===== src/verilog/flc_pkg.sv =====
package flc_pkg;
  // Instruction codes understood by the device end.
  localparam logic [7:0] OPC_WRITE_UNLOCK = 8'h21;
  localparam logic [7:0] OPC_LOCK_RD = 8'h22;
  localparam logic [7:0] OPC_LOCK_WR = 8'h23;
  localparam logic [7:0] OPC_FLAG_RD = 8'h24;
  localparam logic [7:0] OPC_FLAG_CLR = 8'h25;
  localparam logic [7:0] OPC_PCFG_RD = 8'h26;
  localparam logic [7:0] OPC_PCFG_WR = 8'h27;
  localparam logic [7:0] OPC_VCFG_RD = 8'h28;
  localparam logic [7:0] OPC_VCFG_WR = 8'h29;
  localparam logic [7:0] OPC_ECFG_RD = 8'h2A;
  // Frame lengths in serial bits.
  localparam logic [5:0] LEN_OPC = 6'd8;
  localparam logic [5:0] LEN_LOCK_ADDR = 6'd32;
  localparam logic [5:0] LEN_LOCK_WR = 6'd40;
  localparam logic [5:0] LEN_VCFG_WR = 6'd16;
  localparam logic [5:0] LEN_PCFG_WR = 6'd24;
  localparam logic [5:0] LEN_MAX = 6'h3F;
  localparam logic [4:0] OUT_LEN_BYTE = 5'd8;
  localparam logic [4:0] OUT_LEN_WORD = 5'd16;
  // Sector lock byte fields and sector decode.
  localparam int LK_WRITE = 0;
  localparam int LK_DOWN = 1;
  localparam int SEC_MSB = 23;
  localparam int SEC_LSB = 16;
  localparam int NUM_SEC = 256;
  localparam logic [1:0] LOCK_RST = 2'h0;
  // Flag status bit positions and error vector order.
  localparam int FS_READY = 7;
  localparam int FS_ERASE = 5;
  localparam int FS_PROG = 4;
  localparam int FS_VPP = 3;
  localparam int FS_PROT = 1;
  localparam int ERR_ERASE = 3;
  localparam int ERR_PROG = 2;
  localparam int ERR_VPP = 1;
  localparam int ERR_PROT = 0;
  // Configuration reset values.
  localparam logic [7:0] VCFG_RST = 8'hFF;
  localparam logic [7:0] ECFG_RST = 8'hFF;
  localparam logic [15:0] PCFG_RST = 16'hFFFF;
  // Timing.
  localparam int CLK_NS = 20;
  localparam int PCFG_WR_NS = 2000;
  localparam int PCFG_WR_CYC = PCFG_WR_NS / CLK_NS;
  localparam int MIN_DESEL_NS = 50;
  localparam int MIN_DESEL_CYC = (MIN_DESEL_NS + CLK_NS - 1) / CLK_NS;
  localparam int SCK_HALF_CYC = 4;
  // Controller register offsets and command fields.
  localparam logic [7:0] REG_CMD = 8'h00;
  localparam logic [7:0] REG_ADDR = 8'h04;
  localparam logic [7:0] REG_WDATA = 8'h08;
  localparam logic [7:0] REG_STAT = 8'h0C;
  localparam logic [7:0] REG_RDATA = 8'h10;
  localparam int CMD_AB_LSB = 8;
  localparam int CMD_WB_LSB = 10;
  localparam int CMD_RB_LSB = 12;
  localparam logic [1:0] RESP_OKAY = 2'h0;
  localparam logic [1:0] RESP_SLVERR = 2'h2;
endpackage


===== src/verilog/flc_spi_if.sv =====
`timescale 1ns/10ps
interface flc_spi_if;
  logic cs_n;     // Chip select, active low.
  logic sclk;     // Serial clock made by the host.
  logic mosi;     // Serial input line of the device.
  logic miso_o;   // Device output value.
  logic miso_oe;  // Device drives the output line while high.
  logic miso;     // Resolved output line, pulled high when undriven.
  assign miso = miso_oe ? miso_o : 1'b1;
  modport dev (input cs_n, input sclk, input mosi, output miso_o, output miso_oe);
  modport host (output cs_n, output sclk, output mosi, input miso);
endinterface


===== src/verilog/flc_dev.sv =====
`timescale 1ns/10ps
// What this block does
// - Lock read: opcode then three-byte sector address
// - Address bits captured on serial clock rise
// - Lock byte shifted out on falling edges
// - Chip select high stops output drive
// - Lock read rejected during busy cycle
// - Write-lock bit blocks sector modification
// - Lock-down freezes both bits until power-up
// - Lock write needs write enable latch
// - Lock write: opcode, address, one data byte
// - Lock write only on exact 40-bit frame
// - Lock write immediate, latch cleared quickly
// - Lock write rejected during busy cycle
// - Lock data byte upper bits zero
// - Flag status readable anytime, repeats continuously
// - Flag clear resets four error bits
// - Flag clear ignores and keeps latch
// - Persistent config write: latch, exact 16 bits
// - Persistent write timed, busy, latch cleared
// - Persistent values act after power-up only
// - Volatile config write: latch, exact 8 bits
// - Volatile config applies immediately, clears latch
// - Three configuration registers are readable
// - Host polls busy before new instructions
module flc_dev
  import flc_pkg::*;
(
  // Clock and reset.
  input wire logic aclk,
  input wire logic aresetn,
  // Serial link.
  flc_spi_if.dev spi,
  // Array-side status and checks.
  input wire logic ext_busy,
  input wire logic [3:0] err_set,
  input wire logic [23:0] chk_addr,
  output logic chk_allowed,
  // Visible state.
  output logic write_in_progress_flag,
  output logic write_enable_latch,
  output logic [7:0] flag_status,
  output logic [7:0] vcfg,
  output logic [15:0] pcfg_active
);
  // Sector index of a 24-bit address.
  function automatic logic [7:0] sec_of(input logic [23:0] a);
    sec_of = a[SEC_MSB:SEC_LSB];
  endfunction

  logic [2:0] cs_s;  // Chip select synchroniser and edge stage.
  logic [2:0] ck_s;  // Serial clock synchroniser and edge stage.
  logic [1:0] di_s;  // Serial input synchroniser.
  logic [5:0] cnt_ff;  // Bits received in this frame.
  logic [39:0] sh_ff;  // Received bits, newest in bit 0.
  logic [7:0] opc_ff;  // Opcode of this frame.
  logic [1:0] lock_ff [NUM_SEC];  // Per-sector lock bits.
  logic wel_ff;  // Write enable latch.
  logic pbusy_ff;  // Persistent write cycle running.
  logic [15:0] pcnt_ff;  // Persistent write cycle countdown.
  logic [15:0] pcfg_ff = PCFG_RST;  // Persistent store, kept over reset.
  logic [15:0] pact_ff;  // Persistent values in force.
  logic [7:0] vcfg_ff;  // Volatile configuration.
  logic [3:0] err_ff;  // Sticky error flags.
  logic [7:0] fsr_ff;  // Flag status image.
  logic [15:0] osh_ff;  // Output shifter, MSB first.
  logic [4:0] obit_ff;  // Output bits sent of current word.
  logic [4:0] olen_ff;  // Output word length.
  logic drv_ff;  // Output phase active.
  logic miso_ff;  // Output bit.
  logic chk_ff;  // Registered write permission.

  logic sel;
  logic rise;
  logic fall;
  logic cs_up;
  logic busy;
  logic [39:0] nxt_sh;
  logic [5:0] nxt_cnt;
  logic [7:0] fsr_now;

  assign sel = !cs_s[1];
  assign rise = ck_s[1] && !ck_s[2];
  assign fall = !ck_s[1] && ck_s[2];
  assign cs_up = cs_s[1] && !cs_s[2];
  assign busy = ext_busy || pbusy_ff;
  assign nxt_sh = {sh_ff[38:0], di_s[1]};
  assign nxt_cnt = (cnt_ff == LEN_MAX) ? cnt_ff : cnt_ff + 6'd1;

  // Flag status layout assembled from busy and errors.
  always_comb
  begin
    fsr_now = 8'h00;
    fsr_now[FS_READY] = !busy;
    fsr_now[FS_ERASE] = err_ff[ERR_ERASE];
    fsr_now[FS_PROG] = err_ff[ERR_PROG];
    fsr_now[FS_VPP] = err_ff[ERR_VPP];
    fsr_now[FS_PROT] = err_ff[ERR_PROT];
  end

  // Two-stage synchronisers plus one stage for edge detection.
  always_ff @(posedge aclk)
  begin
    if (!aresetn)
    begin
      cs_s <= 3'h7;
      ck_s <= 3'h0;
      di_s <= 2'h0;
    end
    else
    begin
      cs_s <= {cs_s[1:0], spi.cs_n};
      ck_s <= {ck_s[1:0], spi.sclk};
      di_s <= {di_s[0], spi.mosi};
    end
  end

  // Input shifting: opcode, address and data on rising edges.
  always_ff @(posedge aclk)
  begin
    if (!aresetn || !sel)
    begin
      cnt_ff <= 6'h00;
      sh_ff <= 40'h0;
      opc_ff <= 8'h00;
    end
    else if (rise)
    begin
      sh_ff <= nxt_sh;
      cnt_ff <= nxt_cnt;
      if (nxt_cnt == LEN_OPC)
      begin
        opc_ff <= nxt_sh[7:0];
      end
    end
  end

  // Output shifting: loads after the last input bit, shifts on falling edges.
  always_ff @(posedge aclk)
  begin
    if (!aresetn)
    begin
      drv_ff <= 1'b0;
      osh_ff <= 16'h0;
      obit_ff <= 5'h0;
      olen_ff <= OUT_LEN_BYTE;
      miso_ff <= 1'b0;
    end
    else if (!sel)
    begin
      drv_ff <= 1'b0;
    end
    else if (rise && nxt_cnt == LEN_OPC)
    begin
      obit_ff <= 5'h0;
      olen_ff <= OUT_LEN_BYTE;
      case (nxt_sh[7:0])
        OPC_FLAG_RD:
        begin
          drv_ff <= 1'b1;
          osh_ff <= {fsr_now, 8'h00};
        end
        OPC_PCFG_RD:
        begin
          drv_ff <= 1'b1;
          osh_ff <= pcfg_ff;
          olen_ff <= OUT_LEN_WORD;
        end
        OPC_VCFG_RD:
        begin
          drv_ff <= 1'b1;
          osh_ff <= {vcfg_ff, 8'h00};
        end
        OPC_ECFG_RD:
        begin
          drv_ff <= 1'b1;
          osh_ff <= {ECFG_RST, 8'h00};
        end
        default:
        begin
          drv_ff <= 1'b0;
        end
      endcase
    end
    else if (rise && nxt_cnt == LEN_LOCK_ADDR && opc_ff == OPC_LOCK_RD && !busy)
    begin
      drv_ff <= 1'b1;
      osh_ff <= {6'h00, lock_ff[sec_of(nxt_sh[23:0])], 8'h00};
    end
    else if (fall && drv_ff)
    begin
      miso_ff <= osh_ff[15];
      osh_ff <= {osh_ff[14:0], 1'b0};
      obit_ff <= obit_ff + 5'h1;
      if (obit_ff == olen_ff - 5'h1)
      begin
        obit_ff <= 5'h0;
        osh_ff <= (opc_ff == OPC_FLAG_RD) ? {fsr_now, 8'h00} : osh_ff;
      end
    end
  end

  // Sector lock bits, updated at once on a valid write frame.
  always_ff @(posedge aclk)
  begin
    if (!aresetn)
    begin
      for (int i = 0; i < NUM_SEC; i++)
      begin
        lock_ff[i] <= LOCK_RST;
      end
    end
    else if (cs_up && opc_ff == OPC_LOCK_WR && cnt_ff == LEN_LOCK_WR && wel_ff && !busy &&
             !lock_ff[sec_of(sh_ff[31:8])][LK_DOWN])
    begin
      lock_ff[sec_of(sh_ff[31:8])] <= sh_ff[1:0];
    end
  end

  // Write enable latch: set by unlock, cleared by completed writes.
  always_ff @(posedge aclk)
  begin
    if (!aresetn)
    begin
      wel_ff <= 1'b0;
    end
    else if (cs_up && opc_ff == OPC_WRITE_UNLOCK && cnt_ff == LEN_OPC && !busy)
    begin
      wel_ff <= 1'b1;
    end
    else if (cs_up && opc_ff == OPC_LOCK_WR && cnt_ff == LEN_LOCK_WR && !busy)
    begin
      wel_ff <= lock_ff[sec_of(sh_ff[31:8])][LK_DOWN] ? wel_ff : 1'b0;
    end
    else if (cs_up && opc_ff == OPC_VCFG_WR && cnt_ff == LEN_VCFG_WR && !busy)
    begin
      wel_ff <= 1'b0;
    end
    else if (pbusy_ff && pcnt_ff == 16'h1)
    begin
      wel_ff <= 1'b0;
    end
  end

  // Persistent configuration write and its self-timed cycle.
  always_ff @(posedge aclk)
  begin
    if (!aresetn)
    begin
      pbusy_ff <= 1'b0;
      pcnt_ff <= 16'h0;
    end
    else if (cs_up && opc_ff == OPC_PCFG_WR && cnt_ff == LEN_PCFG_WR && wel_ff && !busy)
    begin
      pcfg_ff <= sh_ff[15:0];
      pbusy_ff <= 1'b1;
      pcnt_ff <= 16'(PCFG_WR_CYC);
    end
    else if (pbusy_ff)
    begin
      pcnt_ff <= pcnt_ff - 16'h1;
      pbusy_ff <= (pcnt_ff != 16'h1);
    end
  end

  // persistent values taken only at power-up
  always_ff @(posedge aclk)
  begin
    if (!aresetn)
    begin
      pact_ff <= pcfg_ff;
    end
  end

  // Volatile configuration, applied to outputs at once.
  always_ff @(posedge aclk)
  begin
    if (!aresetn)
    begin
      vcfg_ff <= VCFG_RST;
    end
    else if (cs_up && opc_ff == OPC_VCFG_WR && cnt_ff == LEN_VCFG_WR && wel_ff && !busy)
    begin
      vcfg_ff <= sh_ff[7:0];
    end
  end

  // Sticky error flags; a new error wins over a clear.
  always_ff @(posedge aclk)
  begin
    if (!aresetn)
    begin
      err_ff <= 4'h0;
    end
    else if (cs_up && opc_ff == OPC_FLAG_CLR && cnt_ff == LEN_OPC)
    begin
      err_ff <= err_set;
    end
    else
    begin
      err_ff <= err_ff | err_set;
    end
  end

  // Registered status and write permission for the array side.
  always_ff @(posedge aclk)
  begin
    if (!aresetn)
    begin
      fsr_ff <= 8'h00;
      chk_ff <= 1'b0;
    end
    else
    begin
      fsr_ff <= fsr_now;
      chk_ff <= !lock_ff[sec_of(chk_addr)][LK_WRITE];
    end
  end

  assign spi.miso_o = miso_ff;
  assign spi.miso_oe = drv_ff;
  assign chk_allowed = chk_ff;
  assign write_in_progress_flag = pbusy_ff;
  assign write_enable_latch = wel_ff;
  assign flag_status = fsr_ff;
  assign vcfg = vcfg_ff;
  assign pcfg_active = pact_ff;
endmodule


===== src/flat_wrapper.sv =====
// flat-port wrapper written by rule: the top's interface ports become plain ports
module flc_dev_flat import flc_pkg::*;
  (aclk, aresetn, ext_busy, err_set, chk_addr, chk_allowed, write_in_progress_flag, write_enable_latch, flag_status, vcfg, pcfg_active, spi_cs_n, spi_sclk, spi_mosi, spi_miso_o, spi_miso_oe);
  flc_spi_if spi_i ();
  input wire logic aclk;
  input wire logic aresetn;
  input wire logic ext_busy;
  input wire logic [3:0] err_set;
  input wire logic [23:0] chk_addr;
  output logic chk_allowed;
  output logic write_in_progress_flag;
  output logic write_enable_latch;
  output logic [7:0] flag_status;
  output logic [7:0] vcfg;
  output logic [15:0] pcfg_active;
  input wire logic [$bits(spi_i.cs_n)-1:0] spi_cs_n;
  input wire logic [$bits(spi_i.sclk)-1:0] spi_sclk;
  input wire logic [$bits(spi_i.mosi)-1:0] spi_mosi;
  output wire logic [$bits(spi_i.miso_o)-1:0] spi_miso_o;
  output wire logic [$bits(spi_i.miso_oe)-1:0] spi_miso_oe;
  assign spi_i.cs_n = spi_cs_n;
  assign spi_i.sclk = spi_sclk;
  assign spi_i.mosi = spi_mosi;
  assign spi_miso_o = spi_i.miso_o;
  assign spi_miso_oe = spi_i.miso_oe;
  flc_dev u_core (.aclk(aclk), .aresetn(aresetn), .spi(spi_i), .ext_busy(ext_busy), .err_set(err_set), .chk_addr(chk_addr), .chk_allowed(chk_allowed), .write_in_progress_flag(write_in_progress_flag), .write_enable_latch(write_enable_latch), .flag_status(flag_status), .vcfg(vcfg), .pcfg_active(pcfg_active));
endmodule

===== config.mk =====
export PLATFORM = sky130hd
export DESIGN_NAME = flc_dev_flat
export DESIGN_NICKNAME = d
export VERILOG_FILES = /design/src/verilog/flc_pkg.sv /design/src/verilog/flc_spi_if.sv /design/src/verilog/flc_dev.sv /design/src/flat_wrapper.sv
export SDC_FILE = /design/constraint.sdc
export NUM_CORES = 1
export LEC_CHECK = 0
export BUFFER_PORTS_ARGS = -buffer_cell sky130_fd_sc_hd__buf_2
export CORE_AREA = 3 3 304 306
export DETAILED_ROUTE_END_ITERATION = 8
export DIE_AREA = 0 0 307 309
export GPL_TIMING_DRIVEN = 0
export PLACE_DENSITY_LB_ADDON = 0.05
export SETUP_SLACK_MARGIN = 0.1
export SYNTH_ARGS = -nofsm -noshare
export SYNTH_HDL_FRONTEND = slang
export SYNTH_SLANG_ARGS = --single-unit

===== constraint.sdc =====
create_clock -name aclk -period 2.8 [get_ports aclk]
set_input_delay 0.14 -clock aclk [delete_from_list [all_inputs] [get_ports aclk]]
set_output_delay 0.14 -clock aclk [all_outputs]
set_load 0.01 [all_outputs]

==> results.toml <==
[status]
outcome = "complete, but fails checks"
failed_checks = "capacitance limit, slew limit, setup timing"

[layout]
fin_util_pct = 52.7
syn2layout_area_growth_pct = 25.6
drive_gt1_share_pct = 37.9
final_common_cell = "edfxtp_1"
stdcell_area_sq_um = 47400
fillCellCount = 7779
layout_common_cells = "edfxtp_1, nor3_1, nor3_2"
nets = 3374
instances_no_fill = 4583

[sta]
layout_min_cycle_time_ns = 3.74
hold_viol = 0
finalMaxSlewViolations = 209
setup_viol = 1058
timing.fmax_mhz = 268
finalWorstSetupSlack_ns = -0.935
rsz0062_at_grt = "true"
tns_ns = -799.61
clock_skew_ns = 0.0274
relSlewSlack_pct = -13.7
post-route-period-util_pct = 133
tightest_slew_ns = 1.71

[cts]
cts_tree = "built"
clk_latency_ns = 0.69
clock-sinks = 675
numCtsBuffers = 80
h-tree-depth = 3
cts.path.max_buffers = 3
cts_root_buf = "clkbuf_16"
path_clk_slew_ns = 0.06

[floorplan]
ios = 71
dieHeight_um = 309
die_x_um = 307
initial_core_util_pct = 41.9
rows = 110
die-area_sq_um = 94900
core_area_sq_um = 89900

[power]
p_total_mw = 24.0
powerDensity_nw_per_um2 = 506
ir_drop_uv = 435
leakagePower_nw = 13.6

[worst_setup_path]
reg2reg_slack_ns = -0.92
crit_type = "in2reg"
reg2reg_to = "u_core.lock_ff[147][1]$_SDFFCE_PN0P_"
path_cells = "buf_2 -> buf_2 -> buf_2 -> mux4_2 -> a22oi_1 -> a21oi_1 -> nor3_1 -> o31ai_1 -> a211oi_1"
rr_worst_depth = 11
crit_path_max_fanout = 10
cp-start-kind = "input pin"
slowest_stage = "buf_2"
crit_top_cell = "buf_2"
slowest_delay_ns = 0.79
cp-end-kind = "flip-flop"
crit_arrival_ns = 4.28
critPathRequiredTime_ns = 3.34

[logic_synthesis]
synth_edf_count = 544
ys_seq_area_share_pct = 50.3
yosys_most_used_dff = "edfxtp_1"
synth.cell_area_sq_um = 37700
async_flop_share_pct = 0
synth_area_per_cell_sq_um = 12.3
yosysUniqueCellTypes = 75
syn_inst = 3074
synth-seq-cells = 675
yosysWarnings = 0

[route]
routed-via-count = 34242
drtIter0Drc = 5991
post-route-drc-count = 0
totalWireLength_um = 223000
firstDrtPassIters = 6
postRouteAntennaNets = 0
viasPerCell = 7.47
routedWlPerCell_um = 48.6

[global_route]
grt_pass1_vias = 32282
grt_pass1_wl_um = 292000
antenna_found_initial = 9
overflow = 0
grt_max_degree = 26
track_usage_pct = 46.3

[min_path]
min_path_cells = 3
hp-class = "in2reg"
hold_path_startpoint = "aresetn"
min_delay_worst_endpoint = "u_core.osh_ff[1]$_SDFFE_PN0P_"

[run]
max_cap_violations = 22

[place]
dpl.hpwl_um = 159000
gp_congestion = 1.14
placed_cells = 4306
dpl-instance-area_sq_um = 40100
io_buffers = 47
[state kept, by name, summed over array words and instances (netlist names), 4 cells and up, named ones only]
name	flops
u_core.osh_ff	16
u_core.err_ff	4
u_core.cnt_ff	6
u_core.sh_ff	32
u_core.pcfg_active	16
u_core.flag_status	5
u_core.pcnt_ff	16
u_core.lock_ff	512
u_core.vcfg	8
u_core.pcfg_ff	16
u_core.opc_ff	8
u_core.obit_ff	5
[power breakdown]
part,switching [mW],internal [mW],total (mW)
clock,4.73,6.02,10.7
combinational,1.03,0.687,1.71
sequential,0.293,11.2,11.5
total,6.05,17.9,24.0
[synthesized netlist by cell type (all sizes together) (14+ instances only)]
cell | count | area share, %
nor4 | 14 | 0.23
a221oi | 23 | 0.53
nand2b | 26 | 0.43
dfxtp | 131 | 7.0
a21oi | 92 | 1.2
inv | 15 | 0.15
nor3 | 566 | 10
nor2b | 29 | 0.48
and2 | 18 | 0.30
xnor2 | 15 | 0.35
clkbuf | 210 | 2.1
edfxtp | 544 | 43
mux2 | 14 | 0.42
nand2 | 226 | 2.3
a22oi | 75 | 1.5
o21ai | 35 | 0.46
nor2 | 108 | 1.1
mux4 | 220 | 13
mux2i | 97 | 2.6
nand3 | 64 | 0.85
o31ai | 245 | 4.9
buf | 160 | 3.1
[timing repair]
action                                  CTS  global route
setup endpoints to repair              1078          1090
resized for setup                       537           169
gates cloned                              3             0
pin swaps                               128            62
buffers inserted                        101             8
hold buffers                             10             0
endpoints found under the hold margin     9             0
[final cells by class]
class,instances,area (sq um),share of cell area (%)
inverters,16,62.6,0.132
plain buffers,370,3030,6.40
flip-flops and latches,675,19000,40.0
repair buffers,177,1670,3.52
well taps,1176,1470,3.11
clock buffers,102,2130,4.51
clock inverters,47,469,0.991
multi-input cells,2015,19600,41.3
diodes,5,12.5,0.0264
[kinds of logic (layout without fill, tap and decap cells)]
logic type      Yosys count  after routing  synth area share [%]
xor+xnor                 18             18                 0.418
simple gates           1104           1104                  17.1
fa+ha+maj                 5              5                 0.166
flops                   675            675                  50.3
mux                     331            331                  16.1
buf+inv                 386            712                  5.35
other cells               1              8               0.00995
compound gates          554            554                  10.5
[metal layers]
layer | GRT usage (%) | up-vias | share of wire (%)
met2 | 64.5 | 3429 | 40
met3 | 20.5 | 968 | 16
met1 | 55.1 | 17130 | 34
li1 | - | 12703 | -
met4 | 38.2 | 12 | 10
met5 | 1.34 | - | 0.17
[worst max-delay path: cells and delay by family]
family / cells / cell delay [ns]
multiplexers: 1 / 0.65
buffers and inverters: 3 / 1.97
AND/OR/NAND/NOR: 1 / 0.38
AO/OA/AOI/OAI: 4 / 1.10
[per-stage QoR]
step	setup slack (ns)	hold WS, ns
after floorplan	-0.0877	0.233
after global placement	-3.43	0.334
after detailed placement	-3.17	0.343
after CTS	-0.808	0.0629
after global routing	-0.893	0.135
final	-0.935	0.0919
[worst max path at each step]
stage                 startpoint                              endpoint
floorplan              flip-flop  u_core.lock_ff[205][0]$_SDFFCE_PN0P_
global placement       flip-flop         u_core.osh_ff[9]$_SDFFE_PN0P_
detailed placement     flip-flop         u_core.osh_ff[8]$_SDFFE_PN0P_
CTS                    flip-flop   u_core.lock_ff[91][0]$_SDFFCE_PN0P_
global route           flip-flop  u_core.lock_ff[158][1]$_SDFFCE_PN0P_
finish              chk_addr[16]         u_core.chk_allowed$_SDFF_PN0_
(Power assumes the default switching activity.)
